--- config.mk ---
export PLATFORM = sky130hd
export DESIGN_NAME = bus_float_drive
export DESIGN_NICKNAME = d
export VERILOG_FILES = /design/src/core/bus_float_pkg.sv /design/src/core/bus_float_drive.sv /design/src/core/float_sync.sv
export VERILOG_INCLUDE_DIRS = /design/src /design/src/core
export SDC_FILE = /design/constraint.sdc
export NUM_CORES = 1
export LEC_CHECK = 0
export BUFFER_PORTS_ARGS = -buffer_cell sky130_fd_sc_hd__buf_2
export CAP_MARGIN = 20
export CORE_ASPECT_RATIO = 0.9
export CORE_UTILIZATION = 45
export DETAILED_ROUTE_END_ITERATION = 8
export PLACE_DENSITY = 0.8
export RECOVER_POWER = 50
export SKIP_CTS_REPAIR_TIMING = 1
export SYNTH_ARGS = -nofsm -noshare
export SYNTH_HDL_FRONTEND = slang
export SYNTH_HIERARCHICAL = 1
export SYNTH_SLANG_ARGS = --single-unit
--- constraint.sdc ---
create_clock -name clk -period 3.1 [get_ports clk]
set_clock_uncertainty 0.1 [all_clocks]
set_input_delay 0 -clock clk [delete_from_list [all_inputs] [get_ports clk]]
set_output_delay 0 -clock clk [all_outputs]
set_load 0.05 [all_outputs]
--- src/core/bus_float_defines.svh ---
// Purpose : Constants for the bus float and address drive block
// Assumes : Clock is the double-rate input clock, 200 MHz
// Notes   : Functional notes follow
// Functional notes
// - Float tristates every output and bidirectional pin
// - Float request async active low, sampled rising
// - Float aborts current bus cycle unconditionally
// - Reset across release restores valid state
// - Ordinary I/O cycles drive upper sixteen low
// - Coprocessor cycles drive line 31 high
// - Coprocessor command F8, data FC addresses
// - Address lines float in hold or float
// - Address strobe floats in hold or float
`ifndef BUS_FLOAT_DEFINES_SVH
`define BUS_FLOAT_DEFINES_SVH

// ----------------------------------------------------------------
// Addresses and timing
// ----------------------------------------------------------------
`define COPRO_CMD_ADDR    32'h8000_00F8
`define COPRO_DATA_ADDR   32'h8000_00FC
`define IO_UPPER_ZERO     16'h0000
`define FLOAT_MIN_CLOCKS  5'h10
`define CYCLE_LEN_RESET   4'h0

`endif

--- src/core/bus_float_pkg.sv ---
// Purpose : Types for the bus float and address drive block
// Assumes : Constants live in the defines header
// Notes   : Cycle kinds and a request carrier
package bus_float_pkg;

    // Kind of bus cycle requested by the core
    typedef enum logic [1:0] {
        CYC_MEM   = 2'b00,
        CYC_IO    = 2'b01,
        CYC_COPRO = 2'b10
    } cycle_kind_t;

    // Bus cycle request from the core
    typedef struct packed {
        cycle_kind_t kind;       // Memory, I/O or coprocessor
        logic        copro_data; // Coprocessor data, else command
        logic [29:0] word_addr;  // Word address from core
    } bus_req_t;

endpackage

--- src/core/bus_float_drive.sv ---
// Purpose : Float control and address drive for the processor bus
// Assumes : clk is the double-rate input clock; core logic is same clk
// Notes   : Float is left only through reset
`timescale 1ns/10ps
`default_nettype none
`include "bus_float_defines.svh"
module bus_float_drive
    import bus_float_pkg::*;
(
    input  wire logic        clk,
    input  wire logic        sys_rst,
    input  wire logic        float_request_n,
    input  wire logic        hold_req,
    input  wire logic        req_valid,
    input  wire bus_req_t    req,
    input  wire logic        ready_n,
    output logic [29:0]      word_address_lines_o,
    output logic [29:0]      word_address_lines_oe,
    output logic             address_strobe_n_o,
    output logic             address_strobe_n_oe,
    output logic             pins_oe,
    output logic             hold_ack,
    output logic             hold_ack_oe,
    output logic             cycle_busy,
    output logic             float_active,
    output logic             cycle_aborted
);
    logic       float_sync_n; // Synchronised float request
    logic       ready_s1_reg; // Ready sync stage one
    logic       ready_s2_reg; // Ready sync stage two
    logic       hold_s1_reg;  // Hold sync stage one
    logic       hold_s2_reg;  // Hold sync stage two
    logic       float_reg;    // Float mode latched
    logic       release_reg;  // Outputs released
    logic [29:0] addr_next;   // Address for new cycle

    // Cycle sequencer states
    typedef enum logic [2:0] {
        ST_IDLE  = 3'b001,
        ST_ADDR  = 3'b010,
        ST_WAIT  = 3'b100
    } cyc_state_t;
    cyc_state_t state_reg;
    logic       start_now;    // New cycle launched at this edge

    // True when a new cycle may be launched at this edge
    function automatic logic start_ok(input cyc_state_t st,
                                      input logic       valid,
                                      input logic       hold,
                                      input logic       flt,
                                      input logic       flt_sync_n);
        return (st == ST_IDLE) && valid && !hold && !flt && flt_sync_n;
    endfunction

    // Launch decision shared by sequencer and address register
    always_comb begin
        start_now = start_ok(state_reg, req_valid, hold_s2_reg,
                             float_reg, float_sync_n);
    end

    // ----------------------------------------------------------------
    // Address formation
    // ----------------------------------------------------------------
    // Maps a request to the word address lines
    function automatic logic [29:0] form_addr(input bus_req_t r);
        logic [31:0] full;
        full = 32'h0000_0000;
        case (r.kind)
            CYC_MEM:   full = {r.word_addr, 2'b00};
            CYC_IO:    full = {`IO_UPPER_ZERO, r.word_addr[13:0], 2'b00};
            CYC_COPRO: full = r.copro_data ? `COPRO_DATA_ADDR
                                           : `COPRO_CMD_ADDR;
            default:   full = {r.word_addr, 2'b00};
        endcase
        return full[31:2];
    endfunction

    always_comb begin
        addr_next = form_addr(req);
    end

    // ----------------------------------------------------------------
    // Input synchronisers
    // ----------------------------------------------------------------
    // float request sampled on rising edge
    float_sync u_float_sync (
        .clk     (clk),
        .sys_rst (sys_rst),
        .async_n (float_request_n),
        .sync_n  (float_sync_n)
    );

    // Ready and hold come from board pins
    always_ff @(posedge clk) begin
        if (sys_rst) begin
            ready_s1_reg <= 1'b1;
            ready_s2_reg <= 1'b1;
            hold_s1_reg  <= 1'b0;
            hold_s2_reg  <= 1'b0;
        end else begin
            ready_s1_reg <= ready_n;
            ready_s2_reg <= ready_s1_reg;
            hold_s1_reg  <= hold_req;
            hold_s2_reg  <= hold_s1_reg;
        end
    end

    // ----------------------------------------------------------------
    // Float mode
    // ----------------------------------------------------------------
    // only reset clears float mode
    always_ff @(posedge clk) begin
        if (sys_rst) begin
            float_reg <= 1'b0;
        end else if (!float_sync_n) begin
            float_reg <= 1'b1;
        end
    end

    // ----------------------------------------------------------------
    // Cycle sequencer
    // ----------------------------------------------------------------
    always_ff @(posedge clk) begin
        if (sys_rst) begin
            state_reg     <= ST_IDLE;
            cycle_aborted <= 1'b0;
        end else begin
            cycle_aborted <= 1'b0;
            case (state_reg)
                ST_IDLE: begin
                    if (start_now) begin
                        state_reg <= ST_ADDR;
                    end
                end
                ST_ADDR: begin
                    state_reg <= ST_WAIT;
                end
                ST_WAIT: begin
                    if (!ready_s2_reg) begin
                        state_reg <= ST_IDLE;
                    end
                end
                default: begin
                    state_reg <= ST_IDLE;
                end
            endcase
            if (!float_sync_n && state_reg != ST_IDLE) begin
                state_reg     <= ST_IDLE;
                cycle_aborted <= 1'b1;
            end
        end
    end

    // ----------------------------------------------------------------
    // Address and strobe values
    // ----------------------------------------------------------------
    always_ff @(posedge clk) begin
        if (sys_rst) begin
            word_address_lines_o <= 30'h0000_0000;
            address_strobe_n_o   <= 1'b1;
            cycle_busy           <= 1'b0;
        end else begin
            address_strobe_n_o <= 1'b1;
            if (start_now) begin
                word_address_lines_o <= addr_next;
                address_strobe_n_o   <= 1'b0;
            end
            cycle_busy <= (state_reg != ST_IDLE) && float_sync_n;
        end
    end

    // ----------------------------------------------------------------
    // Hold acknowledge and output enables
    // ----------------------------------------------------------------
    always_comb begin
        release_reg = float_reg || !float_sync_n;
    end

    // address and strobe enables drop in hold or float; pins_oe and hold_ack_oe in float only
    always_ff @(posedge clk) begin
        if (sys_rst) begin
            hold_ack              <= 1'b0;
            hold_ack_oe           <= 1'b1;
            pins_oe               <= 1'b1;
            word_address_lines_oe <= {30{1'b1}};
            address_strobe_n_oe   <= 1'b1;
            float_active          <= 1'b0;
        end else begin
            hold_ack <= hold_s2_reg && state_reg == ST_IDLE && !release_reg;
            hold_ack_oe           <= !release_reg;
            pins_oe               <= !release_reg;
            word_address_lines_oe <= {30{!release_reg && !hold_ack}};
            address_strobe_n_oe   <= !release_reg && !hold_ack;
            float_active          <= release_reg;
        end
    end

    // ----------------------------------------------------------------
    // Checks
    // ----------------------------------------------------------------
    float_holds_a: assert property (@(posedge clk) disable iff (sys_rst)
        float_active |=> !pins_oe && !address_strobe_n_oe)
        else $error("Pins driven while floating");
    float_sticky_a: assert property (@(posedge clk) disable iff (sys_rst)
        float_reg |=> float_reg)
        else $error("Float left without reset");
    abort_cycle_a: assert property (@(posedge clk) disable iff (sys_rst)
        (!float_sync_n && state_reg != ST_IDLE) |=> state_reg == ST_IDLE)
        else $error("Cycle not aborted on float");
    addr_float_a: assert property (@(posedge clk) disable iff (sys_rst)
        (hold_ack || float_active) |=> word_address_lines_oe == 30'h0)
        else $error("Address driven in hold or float");
    io_upper_a: assert property (@(posedge clk) disable iff (sys_rst)
        (state_reg == ST_IDLE && req_valid && req.kind == CYC_IO &&
         !hold_s2_reg && !float_reg && float_sync_n)
        |=> word_address_lines_o[29:14] == 16'h0000)
        else $error("I/O upper address not low");
    copro_addr_a: assert property (@(posedge clk) disable iff (sys_rst)
        (state_reg == ST_IDLE && req_valid && req.kind == CYC_COPRO &&
         !hold_s2_reg && !float_reg && float_sync_n)
        |=> word_address_lines_o[29] && word_address_lines_o[28:14] == 0)
        else $error("Coprocessor address wrong");
    strobe_float_a: assert property (@(posedge clk) disable iff (sys_rst)
        float_active |-> ##1 !address_strobe_n_oe [*2])
        else $error("Strobe driven while floating");
    sync_delay_a: assert property (@(posedge clk) disable iff (sys_rst)
        $fell(float_sync_n) |=> float_reg)
        else $error("Float not entered after request");
endmodule
`default_nettype wire

--- src/core/float_sync.sv ---
// Purpose : Two-flop synchroniser for the float request
// Assumes : Input is asynchronous to clk
// Notes   : Reset value is the inactive (high) level
`timescale 1ns/10ps
`default_nettype none
module float_sync (
    input  wire logic clk,
    input  wire logic sys_rst,
    input  wire logic async_n,
    output logic      sync_n
);
    logic meta_reg; // First stage, read only by second

    // ----------------------------------------------------------------
    // Synchroniser stages
    // ----------------------------------------------------------------
    // two flop chain
    always_ff @(posedge clk) begin
        if (sys_rst) begin
            meta_reg <= 1'b1;
            sync_n   <= 1'b1;
        end else begin
            meta_reg <= async_n;
            sync_n   <= meta_reg;
        end
    end
endmodule
`default_nettype wire

=== Word level (Yosys, flattened, before mapping) ===
Cells that the tools add are included.

* Output and inout port bits: 68
* Logic and storage cells: 49
* Register bits: 48

* Reductions and logical operators: 17
* Multiplexer cells: 7
* Equal/unequal tests: 8

{| class="wikitable"
|+ Operators with widths
! cell !! count
|-
| $pmux 32 s2 || 1
|-
| $logic_and 1x1->1 || 9
|-
| $mux 3 || 3
|-
| $pmux 3 s3 || 1
|-
| $logic_not 1->1 || 5
|-
| $ne 2x2->1 const B || 2
|-
| $eq 3x1->1 const B || 1
|-
| $eq 3x2->1 const B || 1
|-
| $eq 3x3->1 const B || 1
|-
| $ne 3x1->1 const B || 1
|-
| $eq 2x1->1 const B || 1
|-
| $eq 2x2->1 const B || 1
|-
| $mux 1 || 2
|-
| $reduce_and 2->1 || 1
|-
| $reduce_or 2->1 || 1
|-
| $logic_or 1x1->1 || 1
|}

=== Depth between registers and ports, before layout ===
* Depth after elaboration: 7
* Mapped depth: 7
* Mapped depth without buffers: 5

=== Hierarchy ===
Netlist, hierarchy kept.

{| class="wikitable"
|+ By module, submodules not included
! module !! instances !! seq. area each (µm²) !! cells an instance !! area an instance (µm²)
|-
| bus_float_drive || 1 || 900.9 || 218 || 1964.4
|-
| float_sync || 1 || 40.0 || 4 || 52.6
|}

=== Worst setup path after synthesis ===
No wires, ideal clock.

* Kind: register -> output
* Start point: reg address_strobe_n_oe (netlist name)
* End point: out word_address_lines_oe[0]
* Required time: 3.000 ns
* Arrival time: 1.428 ns
* Path slack: 1.572 ns
* Stages on the path, launching flop included: 2
* Path buffers: 1
* Cells stage by stage: dfxtp_1 buf_4

{| class="wikitable"
|+ RTL lines
! element !! line !! source
|-
| to (decl) || bus_float_drive.sv:18 || <nowiki>output logic [29:0] word_address_lines_oe,</nowiki>
|}

=== Worst setup path after layout ===
* Start point: reg state_reg[2]
* End point: reg word_address_lines_o[5]

* Longest elaborated chain between the ends: 5

{| class="wikitable"
|+ Ends and longest elaborated chain
! element !! line !! source
|-
| from (decl) || bus_float_drive.sv:43 || <nowiki>cyc_state_t state_reg;</nowiki>
|-
| from (signal assigned) || bus_float_drive.sv:125 || <nowiki>state_reg <= ST_IDLE;</nowiki>
|-
| from (signal assigned) || bus_float_drive.sv:132 || <nowiki>state_reg <= ST_ADDR;</nowiki>
|-
| from (signal assigned) || bus_float_drive.sv:136 || <nowiki>state_reg <= ST_WAIT;</nowiki>
|-
| $eq 3x1->1 || bus_float_drive.sv:52 || <nowiki>return (st == ST_IDLE) && valid && !hold && !flt && flt_sync_n;</nowiki>
|-
| $logic_and 1x1->1 (4 in a row) || bus_float_drive.sv:52 ||
|-
| to (signal assigned) || bus_float_drive.sv:165 || <nowiki>word_address_lines_o <= addr_next;</nowiki>
|-
| to (decl) || bus_float_drive.sv:17 || <nowiki>output logic [29:0] word_address_lines_o,</nowiki>
|}

Every way passes these cells.
A chain may end at the register's enable or synchronous reset.

==> out/results.txt <==
The flow ran to the end, but the final reports show violations. The final reports fail on max-capacitance violations, max-slew violations. The site row count is 22. TritonCTS built the clock tree. For the part of the total power dissipated in combinational logic, the log shows 30.4%. The number of instances in the synthesized netlist is 222.

The initial cell density of the core was 48.2%. Clock root buffer: sky130_fd_sc_hd__clkbuf_8. For the cell leakage power, the log shows 1.03 nW. In the layout the commonest cells are sky130_fd_sc_hd__buf_2 (68), sky130_fd_sc_hd__dfxtp_1 (47), sky130_fd_sc_hd__clkbuf_1 (39). After global routing the overflow that remains totals 0.

The design draws 1.42 mW. The fill cell total of the finished layout is 395, and the max-capacitance violation count is 1. The count of synthesis-stage warnings from yosys is 6, and the post-detailed-route via-to-cell ratio is 5.08. Setup violations remaining at the end of the flow were counted as 0. In the synthesized netlist the dominant register cell turns out to be sky130_fd_sc_hd__dfxtp_1. The run gives 30 as the unique cell type count in the Yosys netlist.

Leaving out fill and tap cells, the most frequent cell in the layout is sky130_fd_sc_hd__buf_2. The total global routing track utilization was 18.3%; the area added between synthesis and finish was 30.7%. Type of the most critical hold path: input port to register. The count of buffers from port buffering is 106. In this run, CTS created clock tree buffers numbering 5. The number of DRC violations after detailed-routing iteration 0 is 163, and the worst hold path depth is 3. The register bit count reported by yosys is 47, and the ratio of final minimum period to clock period is 62.4%. The total power divided by cell area works out to 539 nW/um^2.

Type of the worst setup path: register to register. The smallest clock period supported by the final layout is computed as 1930 ps. The number of pins with negative max-slew slack in the final report came out at 45. The logs give 0 for the final hold violation count and 0 for the DRC violation count after routing.

The internal cell power is 0.902 mW. IR analysis of the VDD net gives a maximum drop of 327 uV. For the peak clock frequency supported by timing, the log shows 517 MHz. For this design, the sink count on the clock tree is 47. The post-synth net total is 263. The net count of the finished layout is 360. Of all nets on the critical path, the largest fanout is 31. Measured against its own limit, the worst slew margin works out to -19.5%. Entering global routing, the biggest net connects 45 pins.

The data arrival time of the worst path was 1930 ps. The die area is 4750 sq um, and the clock transition time at the flip-flop clock pins of the worst setup and hold paths is 80 ps. The run gives 4 as the detailed-router iteration count before antenna repair. The final wirelength was 4990 um; the power dissipated by switching net loads was 0.519 mW. The area of the placeable core was 4180 sq um; the fraction of synthesis flops using an asynchronous set or reset pin was 0%. The fraction of power spent switching nets is 36.5%, and the total via count in the routed design is 1920. At the pin with the least slew margin, the transition time is 1790 ps. The average cell area after synthesis was 9.09 sq um; the post-detailed-placement half-perimeter wirelength was 2850 um. The H-tree was split into 2 levels.

The register with the most flip-flops in the layout has 30 of them. After synthesis the cells add up to 2020 sq um. Of the cells placed in the final design, the portion with a size suffix greater than 1 is 24.8%.

The final antenna diode count was 0. Clock group share of total power: 23.1%. Sequential cells account for 46.5% of the total power. The wire length per cell after detailed routing works out to 13.2 um. The detail route stage leaves a number of antenna-violating nets equal to 0. The tools report the critical path endpoint category as a register. The global-route wire length before repair is 6910 um. The number of flops mapped to enable cells by yosys was 0.

At the later pin of the worst-skew pair, clock insertion delay measures 280 ps. The required time of the critical path was 3090 ps; the number of cells on the worst reg-to-reg path was 3. The die is 72.6 um wide. In this run the count of I/O pins placed on the die edge is 107. STA classifies the critical path startpoint as a register. The number of global-route vias before repair is 1543, and the worst slack at placement is 1370 ps. The chip height came out at 65.5 um.

The share of synthesized area occupied by flip-flops and latches came out at 46.7%. After layout, the worst setup slack is 1170 ps. The buffer depth of the longest clock path is 2, and the final weighted congestion in routability-driven placement is 0.742. Setup repair after global routing left no endpoint under its margin.

The initial antenna violation count was 0; the total negative slack was 0 ps.
logic make-up (layout without fill, tap and decap cells):
group,count (synthesis),count (layout),share of synthesized area (%)
muxes,1,1,0.496
adders and majority gates,2,2,1.24
buffers and inverters,58,154,18.5
and+or+nand+nor,56,56,17.7
AOI/OAI and AO/OA,58,58,15.4
DFF,47,47,46.7
routing by layer:
metal  global-route usage (%)  routed length (um)  up-vias
met4                     5.15                  72        0
met3                     4.60                 317       11
met2                     30.0                2480       92
li1                         -                   -      948
met1                     23.8                2120      869
met5                        0                   0        -
stage by stage:
stage	hold slack (ps)	std cells	area (sq um)	utilization [%]
after floorplan	-2.86	222	2020	-
after global placement	85.0	340	2300	55.1
after detailed placement	83.5	340	2300	55.1
after CTS	-215	346	2380	56.8
after global routing	40.5	378	2640	63.0
final	0.191	378	2640	63.0
worst max-delay path, stage by stage, from the launching register on:
cell and delay (ps):
sky130_fd_sc_hd__dfxtp_1 350, sky130_fd_sc_hd__or3b_1 830, sky130_fd_sc_hd__nor4_1 380, sky130_fd_sc_hd__nor3_1 80
power by group through the flow:
stage / combinational [mW] / clock [mW] / sequential (mW)
4_1_cts: 0.410 / 0.336 / 0.660
6_report: 0.432 / 0.328 / 0.661
2_1_floorplan: 0.254 / 0 / 0.775
3_3_place_gp: 0.405 / 0 / 0.673
3_5_place_dp: 0.409 / 0 / 0.674
5_1_grt: 0.459 / 0.359 / 0.666
cells in the mapped netlist (2+ instances only):
cell / instances / area [sq um]
sky130_fd_sc_hd__nand4_1: 23 / 144
sky130_fd_sc_hd__buf_6: 2 / 22.5
sky130_fd_sc_hd__buf_4: 35 / 263
sky130_fd_sc_hd__nor2_1: 5 / 18.8
sky130_fd_sc_hd__or2_1: 3 / 18.8
sky130_fd_sc_hd__nor3_1: 7 / 35.0
sky130_fd_sc_hd__o21ai_1: 23 / 115
sky130_fd_sc_hd__or2_2: 2 / 12.5
sky130_fd_sc_hd__a21oi_1: 30 / 150
sky130_fd_sc_hd__inv_1: 7 / 26.3
sky130_fd_sc_hd__nor2b_1: 3 / 18.8
sky130_fd_sc_hd__nor4_1: 5 / 31.3
sky130_fd_sc_hd__clkbuf_1: 5 / 18.8
sky130_fd_sc_hd__dfxtp_1: 47 / 941
sky130_fd_sc_hd__buf_2: 7 / 35.0
sky130_fd_sc_hd__ha_1: 2 / 25.0
sky130_fd_sc_hd__buf_1: 2 / 7.51
sky130_fd_sc_hd__a211oi_1: 2 / 15.0
final timing paths:
path	start	end	slack (ps)
min reg2reg	u_float_sync/meta_reg$_SDFF_PP1_	u_float_sync/sync_n$_SDFF_PP1_	310
max reg2reg	state_reg[2]$_SDFFE_PP0P_	word_address_lines_o[5]$_SDFFE_PP0P_	1170
min	req[0]	word_address_lines_o[0]$_SDFFE_PP0P_	0.2
max	state_reg[2]$_SDFFE_PP0P_	word_address_lines_o[5]$_SDFFE_PP0P_	1170
area by class of cell:
type / instances / area (sq um) / share of cell area [%]
flip-flops and latches: 47 / 941 / 35.7
clock buffers: 6 / 72.6 / 2.75
inverters: 7 / 26.3 / 0.997
multi-input cells: 117 / 696 / 26.4
well taps: 60 / 75.1 / 2.85
repair buffers: 141 / 826 / 31.3
Note: power is estimated with default switching activity, not from simulation.
